## config.mk

```make
export PLATFORM = sky130hd
export DESIGN_NAME = program_erase_suspend_control
export DESIGN_NICKNAME = d
export VERILOG_FILES = /design/src/program_erase_suspend_control.v
export VERILOG_INCLUDE_DIRS = /design/src /design/src/common
export SDC_FILE = /design/constraint.sdc
export NUM_CORES = 1
export LEC_CHECK = 0
export BUFFER_PORTS_ARGS = -buffer_cell sky130_fd_sc_hd__buf_4
export CORE_ASPECT_RATIO = 0.5
export CORE_MARGIN = 8
export CORE_UTILIZATION = 35
export DETAILED_ROUTE_END_ITERATION = 16
export GPL_TIMING_DRIVEN = 0
export HOLD_SLACK_MARGIN = 0.06
export PLACE_DENSITY = 0.64
export SETUP_SLACK_MARGIN = 0.4
export SYNTH_ARGS = -nofsm -noshare
export SYNTH_HDL_FRONTEND = slang
export SYNTH_SLANG_ARGS = --single-unit
```

## constraint.sdc

```tcl
create_clock -name clk -period 13.2 [get_ports clk]
set_input_delay 0 -clock clk [delete_from_list [all_inputs] [get_ports clk]]
set_output_delay 0 -clock clk [all_outputs]
set_load 0.03 [all_outputs]
```

## src/common/suspend_ctrl_defs.vh

```
`ifndef SUSPEND_CTRL_DEFS_VH
`define SUSPEND_CTRL_DEFS_VH
`define OPC_SUSPEND      8'hb0
`define OPC_RESUME       8'hd0
`define OPC_READ3        8'h03
`define OPC_READ4_A      8'h0b
`define OPC_READ4_B      8'h0c
`define OPC_READ4_C      8'h13
`define OPC_BUF_READ     8'hd4
`define OPC_ERASE_4K     8'h20
`define OPC_ERASE_32K    8'h52
`define OPC_ERASE_64K    8'hd8
`define OPC_CHIP_A       8'hc7
`define OPC_CHIP_B       8'h60
`define OPC_PROGRAM      8'h02
`define OPC_BUF_WRITE    8'h84
`define OPC_BUF_TO_MAIN  8'h88
`define OPC_WRSR_A       8'h01
`define OPC_WRSR_B       8'h31
`define OPC_WRSC         8'h71
`define UNDEF_BYTE       8'hff
`define SECTOR_HI        22
`define SECTOR_LO        18
`define CLK_MHZ          20
`define SUSPEND_LATENCY_NS  20000
`define SUSPEND_LATENCY_CYC ((`SUSPEND_LATENCY_NS * `CLK_MHZ) / 1000)
`endif

```

## src/program_erase_suspend_control.v

```verilog
`timescale 1ns/1ps
`include "suspend_ctrl_defs.vh"

// Functional notes
// - Suspend is opcode b0 alone, trailing bytes ignored
// - Chip select release pauses running operation
// - Set program or erase suspended flag
// - Busy indicator clears once suspended
// - Suspend only on whole opcode, byte boundary
// - Suspend ignores write enable latch
// - Chip erase cannot be suspended
// - Reads of suspended sector give undefined data
// - Streaming read undefined inside suspended sector
// - Program to erase-suspended sector aborts, clears latch
// - Program during erase suspend may suspend too
// - No new erase while erase suspended
// - Program suspend aborts program and erase
// - Other disallowed commands ignored, latch untouched
// - No suspend with auto powerdown enabled
// - Same bank allowed, different sector only
// - Busy reads only on read-while-write, no buffer
// - Suspended: array and buffer reads accepted
// - Erases refused while busy or suspended
// - Programs accepted when idle or during erase suspend
// - Suspend/resume acceptance per state table
// - Busy reads only in the other bank
// - Suspend reads/programs only other sectors
module program_erase_suspend_control
(
  // Clock and reset
  input  wire        clk,
  input  wire        sys_rst,
  // Serial pins
  input  wire        cs_n,
  input  wire        sck,
  input  wire        si,
  output wire        so,
  output wire        so_oe_n,
  // Configuration
  input  wire        auto_deep_powerdown_enable,
  input  wire        auto_ultra_deep_powerdown_enable,
  input  wire        rww_variant,
  input  wire [4:0]  rww_boundary_sector,
  // Program/erase core status
  input  wire        core_busy,
  input  wire        core_is_program,
  input  wire        core_is_chip,
  input  wire [4:0]  core_sector,
  // Command forwarding
  output reg         cmd_start_q,
  output reg  [7:0]  cmd_opcode_q,
  output reg  [31:0] cmd_addr_q,
  output reg         data_strobe_q,
  output reg  [7:0]  data_byte_q,
  // Array read port
  output reg         read_req_q,
  output reg  [31:0] read_addr_q,
  input  wire [7:0]  array_rdata,
  output reg         read_undefined_q,
  // Suspend control and status
  output reg         hold_program_q,
  output reg         hold_erase_q,
  output reg         resume_q,
  output reg         wel_clear_q,
  output reg         program_suspended_flag_q,
  output reg         erase_suspended_flag_q,
  output wire        ready_busy_indicator
);

  localparam ST_IDLE = 4'b0001;
  localparam ST_OPC  = 4'b0010;
  localparam ST_ADDR = 4'b0100;
  localparam ST_DATA = 4'b1000;
  localparam SS_IDLE = 2'b01;
  localparam SS_WAIT = 2'b10;
  localparam integer SUS_CYC_FULL = `SUSPEND_LATENCY_CYC;
  localparam [15:0]  SUS_CYC      = SUS_CYC_FULL[15:0];

  function [2:0] addr_bytes;
    input [7:0] opc;
    begin
      case (opc)
        `OPC_READ4_A, `OPC_READ4_B, `OPC_READ4_C,
        `OPC_ERASE_4K, `OPC_ERASE_32K, `OPC_ERASE_64K: addr_bytes = 3'd4;
        `OPC_READ3, `OPC_BUF_READ, `OPC_PROGRAM,
        `OPC_BUF_WRITE, `OPC_BUF_TO_MAIN: addr_bytes = 3'd3;
        default: addr_bytes = 3'd0;
      endcase
    end
  endfunction

  function is_array_read;
    input [7:0] opc;
    begin
      is_array_read = (opc == `OPC_READ3) || (opc == `OPC_READ4_A) ||
                      (opc == `OPC_READ4_B) || (opc == `OPC_READ4_C);
    end
  endfunction

  function [4:0] sector_of;
    input [31:0] a;
    begin
      sector_of = a[`SECTOR_HI:`SECTOR_LO];
    end
  endfunction

  // Pin synchronisers: bit 0 cs_n, bit 1 sck, bit 2 si
  reg  [2:0]  sync1_q;
  reg  [2:0]  sync2_q;
  reg         sck_prev_q;
  reg         cs_prev_q;
  reg  [3:0]  state_q;
  reg  [2:0]  bit_cnt_q;
  reg  [6:0]  shift_q;
  reg  [7:0]  opcode_q;
  reg  [31:0] addr_q;
  reg  [2:0]  addr_left_q;
  reg         read_ok_q;
  reg         load_q;
  reg  [7:0]  out_shift_q;
  reg         so_q;
  reg         so_oe_n_q;
  reg  [1:0]  sus_state_q;
  reg  [15:0] sus_cnt_q;
  reg         sus_prog_q;
  reg  [4:0]  ps_sector_q;
  reg  [4:0]  es_sector_q;

  wire        cs_n_s   = sync2_q[0];
  wire        sck_s    = sync2_q[1];
  wire        si_s     = sync2_q[2];
  wire        sck_rise = sck_s & ~sck_prev_q;
  wire        sck_fall = ~sck_s & sck_prev_q;
  wire        cs_rise  = cs_n_s & ~cs_prev_q;
  wire        cs_fall  = ~cs_n_s & cs_prev_q;
  wire        byte_end = sck_rise & (bit_cnt_q == 3'd7) & ~cs_n_s;
  wire [7:0]  rx_byte  = {shift_q, si_s};
  wire [31:0] addr_nx  = {addr_q[23:0], rx_byte};
  wire [31:0] addr_inc = addr_q + 32'h1;
  // Operation counts as running until its own suspend flag is set
  wire running = core_busy &
                 ~(core_is_program ? program_suspended_flag_q
                                   : erase_suspended_flag_q);
  wire any_sus = program_suspended_flag_q | erase_suspended_flag_q;
  wire complete = cs_rise & (bit_cnt_q == 3'd0) & (state_q == ST_DATA);
  wire is_erase = (opcode_q == `OPC_ERASE_4K) ||
                  (opcode_q == `OPC_ERASE_32K) ||
                  (opcode_q == `OPC_ERASE_64K) ||
                  (opcode_q == `OPC_CHIP_A) || (opcode_q == `OPC_CHIP_B);
  wire is_prog  = (opcode_q == `OPC_PROGRAM) ||
                  (opcode_q == `OPC_BUF_WRITE) ||
                  (opcode_q == `OPC_BUF_TO_MAIN);
  wire is_wrsr  = (opcode_q == `OPC_WRSR_A) ||
                  (opcode_q == `OPC_WRSR_B) || (opcode_q == `OPC_WRSC);
  wire prog_hits_es = erase_suspended_flag_q &
                      (opcode_q != `OPC_BUF_WRITE) &
                      (sector_of(addr_q) == es_sector_q);
  wire can_suspend = running & ~core_is_chip &
                     ~auto_deep_powerdown_enable &
                     ~auto_ultra_deep_powerdown_enable &
                     ~program_suspended_flag_q &
                     (core_is_program | ~erase_suspended_flag_q) &
                     (sus_state_q == SS_IDLE);
  // Read grant taken at the end of the address
  wire [4:0] rd_sec = sector_of(addr_nx);
  wire rd_grant = running ? (rww_variant & is_array_read(opcode_q) &
                             ((rd_sec >= rww_boundary_sector) !=
                              (core_sector >= rww_boundary_sector)))
                          : 1'b1;

  function sus_hit;
    input [31:0] a;
    begin
      sus_hit = (program_suspended_flag_q &
                 (sector_of(a) == ps_sector_q)) |
                (erase_suspended_flag_q & (sector_of(a) == es_sector_q));
    end
  endfunction

  assign so                   = so_q;
  assign so_oe_n              = so_oe_n_q;
  assign ready_busy_indicator = running;

  always @(posedge clk or posedge sys_rst)
  begin
    if (sys_rst)
    begin
      sync1_q    <= 3'h1;
      sync2_q    <= 3'h1;
      sck_prev_q <= 1'b0;
      cs_prev_q  <= 1'b1;
    end
    else
    begin
      sync1_q    <= {si, sck, cs_n};
      sync2_q    <= sync1_q;
      sck_prev_q <= sck_s;
      cs_prev_q  <= cs_n_s;
    end
  end

  // Serial command receiver
  always @(posedge clk or posedge sys_rst)
  begin
    if (sys_rst)
    begin
      state_q       <= ST_IDLE;
      bit_cnt_q     <= 3'h0;
      shift_q       <= 7'h00;
      opcode_q      <= 8'h00;
      addr_q        <= 32'h0;
      addr_left_q   <= 3'h0;
      read_ok_q     <= 1'b0;
      read_req_q    <= 1'b0;
      read_addr_q   <= 32'h0;
      data_strobe_q <= 1'b0;
      data_byte_q   <= 8'h00;
    end
    else
    begin
      read_req_q    <= 1'b0;
      data_strobe_q <= 1'b0;
      if (cs_n_s)
      begin
        state_q   <= ST_IDLE;
        bit_cnt_q <= 3'h0;
        read_ok_q <= 1'b0;
      end
      else
      begin
        if (cs_fall)
          state_q <= ST_OPC;
        if (sck_rise)
        begin
          bit_cnt_q <= bit_cnt_q + 3'h1;
          shift_q   <= rx_byte[6:0];
        end
        if (byte_end)
        begin
          case (state_q)
            ST_OPC:
            begin
              opcode_q    <= rx_byte;
              addr_q      <= 32'h0;
              addr_left_q <= addr_bytes(rx_byte);
              state_q     <= (addr_bytes(rx_byte) == 3'd0) ? ST_DATA
                                                           : ST_ADDR;
            end
            ST_ADDR:
            begin
              addr_q      <= addr_nx;
              addr_left_q <= addr_left_q - 3'h1;
              if (addr_left_q == 3'd1)
              begin
                state_q <= ST_DATA;
                if (is_array_read(opcode_q) ||
                    (opcode_q == `OPC_BUF_READ))
                begin
                  read_ok_q   <= rd_grant;
                  read_req_q  <= rd_grant;
                  read_addr_q <= addr_nx;
                end
              end
            end
            ST_DATA:
            begin
              // Bytes after a suspend opcode go nowhere
              if (read_ok_q)
              begin
                addr_q      <= addr_inc;
                read_req_q  <= 1'b1;
                read_addr_q <= addr_inc;
              end
              else if (opcode_q != `OPC_SUSPEND)
              begin
                data_strobe_q <= 1'b1;
                data_byte_q   <= rx_byte;
              end
            end
            default: state_q <= ST_IDLE;
          endcase
        end
      end
    end
  end

  // Read data out, undefined inside suspended sectors
  always @(posedge clk or posedge sys_rst)
  begin
    if (sys_rst)
    begin
      load_q           <= 1'b0;
      out_shift_q      <= 8'h00;
      so_q             <= 1'b0;
      so_oe_n_q        <= 1'b1;
      read_undefined_q <= 1'b0;
    end
    else
    begin
      load_q <= read_req_q;
      if (read_req_q)
        read_undefined_q <= is_array_read(opcode_q) &
                            sus_hit(read_addr_q);
      if (load_q)
        out_shift_q <= read_undefined_q ? `UNDEF_BYTE
                                        : array_rdata;
      else if (sck_fall & read_ok_q)
      begin
        so_q        <= out_shift_q[7];
        so_oe_n_q   <= 1'b0;
        out_shift_q <= {out_shift_q[6:0], 1'b0};
      end
      if (cs_n_s)
        so_oe_n_q <= 1'b1;
    end
  end

  // Command acceptance at chip select release
  always @(posedge clk or posedge sys_rst)
  begin
    if (sys_rst)
    begin
      cmd_start_q              <= 1'b0;
      cmd_opcode_q             <= 8'h00;
      cmd_addr_q               <= 32'h0;
      wel_clear_q              <= 1'b0;
      resume_q                 <= 1'b0;
      hold_program_q           <= 1'b0;
      hold_erase_q             <= 1'b0;
      program_suspended_flag_q <= 1'b0;
      erase_suspended_flag_q   <= 1'b0;
      ps_sector_q              <= 5'h00;
      es_sector_q              <= 5'h00;
      sus_state_q              <= SS_IDLE;
      sus_cnt_q                <= 16'h0;
      sus_prog_q               <= 1'b0;
    end
    else
    begin
      cmd_start_q <= 1'b0;
      wel_clear_q <= 1'b0;
      resume_q    <= 1'b0;
      case (sus_state_q)
        SS_IDLE: sus_cnt_q <= 16'h0;
        SS_WAIT:
        begin
          sus_cnt_q <= sus_cnt_q + 16'h1;
          if (sus_cnt_q >= SUS_CYC - 16'h1)
          begin
            sus_state_q <= SS_IDLE;
            if (sus_prog_q)
            begin
              program_suspended_flag_q <= 1'b1;
              ps_sector_q              <= core_sector;
            end
            else
            begin
              erase_suspended_flag_q <= 1'b1;
              es_sector_q            <= core_sector;
            end
          end
        end
        default: sus_state_q <= SS_IDLE;
      endcase
      // Partial bytes or incomplete commands do nothing
      if (complete)
      begin
        if (opcode_q == `OPC_SUSPEND)
        begin
          // Write enable latch never consulted here
          if (can_suspend)
          begin
            sus_state_q    <= SS_WAIT;
            sus_prog_q     <= core_is_program;
            hold_program_q <= hold_program_q | core_is_program;
            hold_erase_q   <= hold_erase_q | ~core_is_program;
          end
        end
        else if (opcode_q == `OPC_RESUME)
        begin
          if (any_sus & ~running & (sus_state_q == SS_IDLE))
          begin
            resume_q <= 1'b1;
            if (program_suspended_flag_q)
            begin
              program_suspended_flag_q <= 1'b0;
              hold_program_q           <= 1'b0;
            end
            else
            begin
              erase_suspended_flag_q <= 1'b0;
              hold_erase_q           <= 1'b0;
            end
          end
        end
        else if (is_erase)
        begin
          if (program_suspended_flag_q & ~running)
            wel_clear_q <= 1'b1;
          else if (~running & ~any_sus)
          begin
            cmd_start_q  <= 1'b1;
            cmd_opcode_q <= opcode_q;
            cmd_addr_q   <= addr_q;
          end
        end
        else if (is_prog)
        begin
          if (running)
            wel_clear_q <= 1'b0;
          else if (program_suspended_flag_q | prog_hits_es)
            wel_clear_q <= 1'b1;
          else
          begin
            cmd_start_q  <= 1'b1;
            cmd_opcode_q <= opcode_q;
            cmd_addr_q   <= addr_q;
          end
        end
        else if (is_wrsr)
        begin
          if (~running & ~any_sus)
          begin
            cmd_start_q  <= 1'b1;
            cmd_opcode_q <= opcode_q;
            cmd_addr_q   <= addr_q;
          end
        end
        else if (~(is_array_read(opcode_q) ||
                   (opcode_q == `OPC_BUF_READ)))
        begin
          // Remaining commands are the core's to police
          cmd_start_q  <= 1'b1;
          cmd_opcode_q <= opcode_q;
          cmd_addr_q   <= addr_q;
        end
      end
    end
  end

endmodule // program_erase_suspend_control

```

==> results.md <==
* Status: finished, final reports clean
* Area grow syn2layout at 21.7%
* Worst path arrival time at 3.30 ns
* IO Pins at 122
* Clock tree from TritonCTS: done
* Total clock sinks at 196
* Sum of negative setup slack at 0 ns
* Post-synthesis average cell area at 10.4 µm²
* Die area at 0.0359 mm²
* Port Buffers at 121
* Worst r2r src: addr_q[1]
* Sequential area share after synthesis at 47.1%
* Syn nets at 1,054
* CTS root buf: clkbuf_16
* WS Path Type: reg -> reg
* Layout Nets at 1,218
* Largest family of logic cells by synthesized area: simple AND/OR/NAND/NOR gates
* Synth Area in Compound Gates at 12.9%
* Sw Share at 26.8%
* Post-CTS setup buffers at 0
* Type of the worst min-delay path: in -> async
* Starting Density at 35.7%
* Yosys top cell by area: dfrtp_1
* First-pass GRT wire length at 48.3 mm
* Endpoints failing setup at 0
* Required time of the critical path at 13.54 ns
* DR vias/cell at 5.44
* Clock buffer depth at 2
* Most used DFF post-synth: dfrtp_1
* Mux share of post-synthesis cell area at 11.0%
* #FFs+latches synth at 196
* # placed instances at 1,518
* Most common cell after layout, fill and taps aside: dfrtp_1
* Core Rows at 44
* Post-Synth Simple-Gate Area at 16.8%
* P_sw at 0.337 mW
* H-tree depth at 4
* GP Congestion at 0.847
* Crit-path max FO at 10
* Clock power frac at 41.5%
* Async S/R FF share, synth at 100%
* Mapped Cells at 1,005
* Sequential Power Share at 49.5%
* # DRC at 0
* Peak Freq at 338 MHz
* RSZ-0062 raised after global routing: no
* Worst Setup Start Kind: register
* Final core occ at 43.5%
* Cell Area, Synth at 0.0104 mm²
* Gate power share at 9.0%
* Final Hold Fails at 0
* Commonest non-fill, non-tap cells in the layout: dfrtp_1 (190), buf_4 (127), nor2_1 (104)
* # Max-Cap Violations at 0
* Yosys top cell area share at 45.6%
* Routed Wire Length at 30.5 mm
* Number of global-route vias before repair at 8,458
* Dpl hpwl at 21.8 mm
* Crit path time final at 2.96 ns
* Core area at 0.0292 mm²
* Ys Warns at 0
* Lkg Pwr at 5.84 nW
* Rel. slew slack at 42.2%
* Xor-xnor portion of the synthesized cell area at 5.04%
* Crit end category: register
* Initial DRC count at 779
* CTS clock-pin slew for the worst setup and hold paths at 0.08 ns
* Tcrit/Tclk final at 22.4%
* Antenna-violating nets left at 0
* Post-synth EDFFs at 0
* N_diodes at 0
* Pwr Density at 99.2 mW/mm²
* Worst R2R Setup Slack at 10.24 ns
* Drt pass-1 iters at 5
* Non-filler cells, final at 1,573
* Routed wire per std cell at 19.4 µm
* Slew @ Worst Pin at 0.862 ns
* GRT Resource Usage Total at 16.7%
* Unique masters post-synth at 84
* Total power at 1.26 mW
* Num CTS Buffers at 17
* VDD IR max at 0.0721 mV
* Layout cells sized above 1 at 26.5%
* Clock Latency Late Sink at 0.45 ns
* Worst reg2reg path depth at 7
* Initial antenna violation count at 0
* Largest net degree at the start of global routing at 133
* Width of the die at 260 µm
* Via count at 8,562
* Capture point of the worst reg-to-reg path: read_addr_q[10]
* Clock skew at 0.0156 ns
* Int Pwr at 0.921 mW
* Top post-synthesis cells by area: dfrtp_1 (46%), mux2_2 (7.3%), nor2_1 (3.7%)
* Final slew viol count at 0
* Die height at 138 µm
* GRT overflow at 0
* Area share of fa/ha/maj cells after synthesis at 2.40%
[power groups by stage]
| stage | clock (mW) | combinational [mW] | sequential [mW] |
|---|---|---|---|
| after floorplan | 0 | 0.0723 | 0.633 |
| after global placement | 0 | 0.104 | 0.634 |
| after detailed placement | 0 | 0.108 | 0.635 |
| after CTS | 0.531 | 0.114 | 0.623 |
| after global routing | 0.557 | 0.126 | 0.624 |
| final | 0.522 | 0.113 | 0.623 |
[flip-flops by register name (all words and copies together) (netlist names), 2 cells and up]
signal / cells
addr_q: 32
cmd_addr_q: 32
read_addr_q: 32
sus_cnt_q: 16
cmd_opcode_q: 8
data_byte_q: 8
opcode_q: 8
out_shift_q: 8
shift_q: 7
es_sector_q: 5
ps_sector_q: 5
state_q: 4
addr_left_q: 3
bit_cnt_q: 3
sync1_q: 3
sync2_q: 3
sus_state_q: 2
[through the flow]
stage / setup WS, ns / instance area [µm²] / hold slack, ns
3_3_place_gp: 5.65 / 11800 / 0.111
5_1_grt: 10.00 / 12700 / 0.190
2_1_floorplan: 7.87 / 10400 / 0.00448
3_5_place_dp: 10.19 / 11900 / 0.0789
6_report: 10.24 / 12700 / 0.140
4_1_cts: 10.19 / 12700 / 0.150
[final cells by class]
cell class	instances	area, µm²
buffer	76	375
clock buffer	19	453
clock inverter	13	140
fill	2750	16500
inverter	32	128
multi-input combinational	701	5020
sequential	196	4910
tap	391	489
timing repair buffer	145	1170
[worst max-delay path: stages, from the launching register on]
cell and delay (ns):
dfrtp_1 0.59, ha_1 0.33, nand3_1 0.43, nor2_1 0.63, nand4_1 0.19, xnor2_1 0.23
o21ai_0 0.14, mux2_2 0.29
[cell families (layout without fill, tap and decap cells)]
family,count (synthesis),in the layout
AO/OA/AOI/OAI,205,205
XOR/XNOR,60,60
adder cells (fa/ha/maj),20,20
buffers and inverters,108,285
flip-flops,196,196
multiplexers,95,95
AND/OR/NAND/NOR,321,321
[worst max path at each step]
stage / slack, ns / cells after the start / end / start
after floorplan: 7.87 / 1 / addr_left_q[0] / sys_rst
after global placement: 5.65 / 2 / cmd_addr_q[13] / sys_rst
after detailed placement: 10.19 / 5 / addr_q[23] / sync2_q[0]
after CTS: 10.19 / 5 / addr_q[23] / sync2_q[0]
after global routing: 10.00 / 8 / hold_erase_q / program_suspended_flag_q
final: 10.24 / 7 / read_addr_q[10] / addr_q[1]
[repair_timing]
item                      in CTS  in global routing
hold buffers                  23                  0
hold endpoints to repair      92                  0
gates resized for setup        0                  0
[metal layers]
| metal | wire [µm] | track usage, % | vias up |
|---|---|---|---|
| li1 | - | - | 3907 |
| met1 | 13400 | 22.1 | 4288 |
| met2 | 14400 | 26.7 | 311 |
| met3 | 2080 | 3.76 | 56 |
| met4 | 690 | 5.54 | 0 |
| met5 | 0 | 0 | - |
[cell usage after synthesis (8+ instances only)]
master,number
clkbuf_1,44
nor4_1,11
ha_1,20
xnor2_1,32
nand4_1,18
nor2_1,104
o21ai_0,71
mux2_4,23
o31ai_1,14
a21oi_1,33
a21o_1,11
and3_1,8
a22oi_1,9
mux2_2,68
nor3_1,15
xor2_1,28
dfrtp_1,190
inv_1,32
nand3_1,33
nand2b_1,9
buf_2,16
nand2_1,63
(Power assumes the default switching activity.)
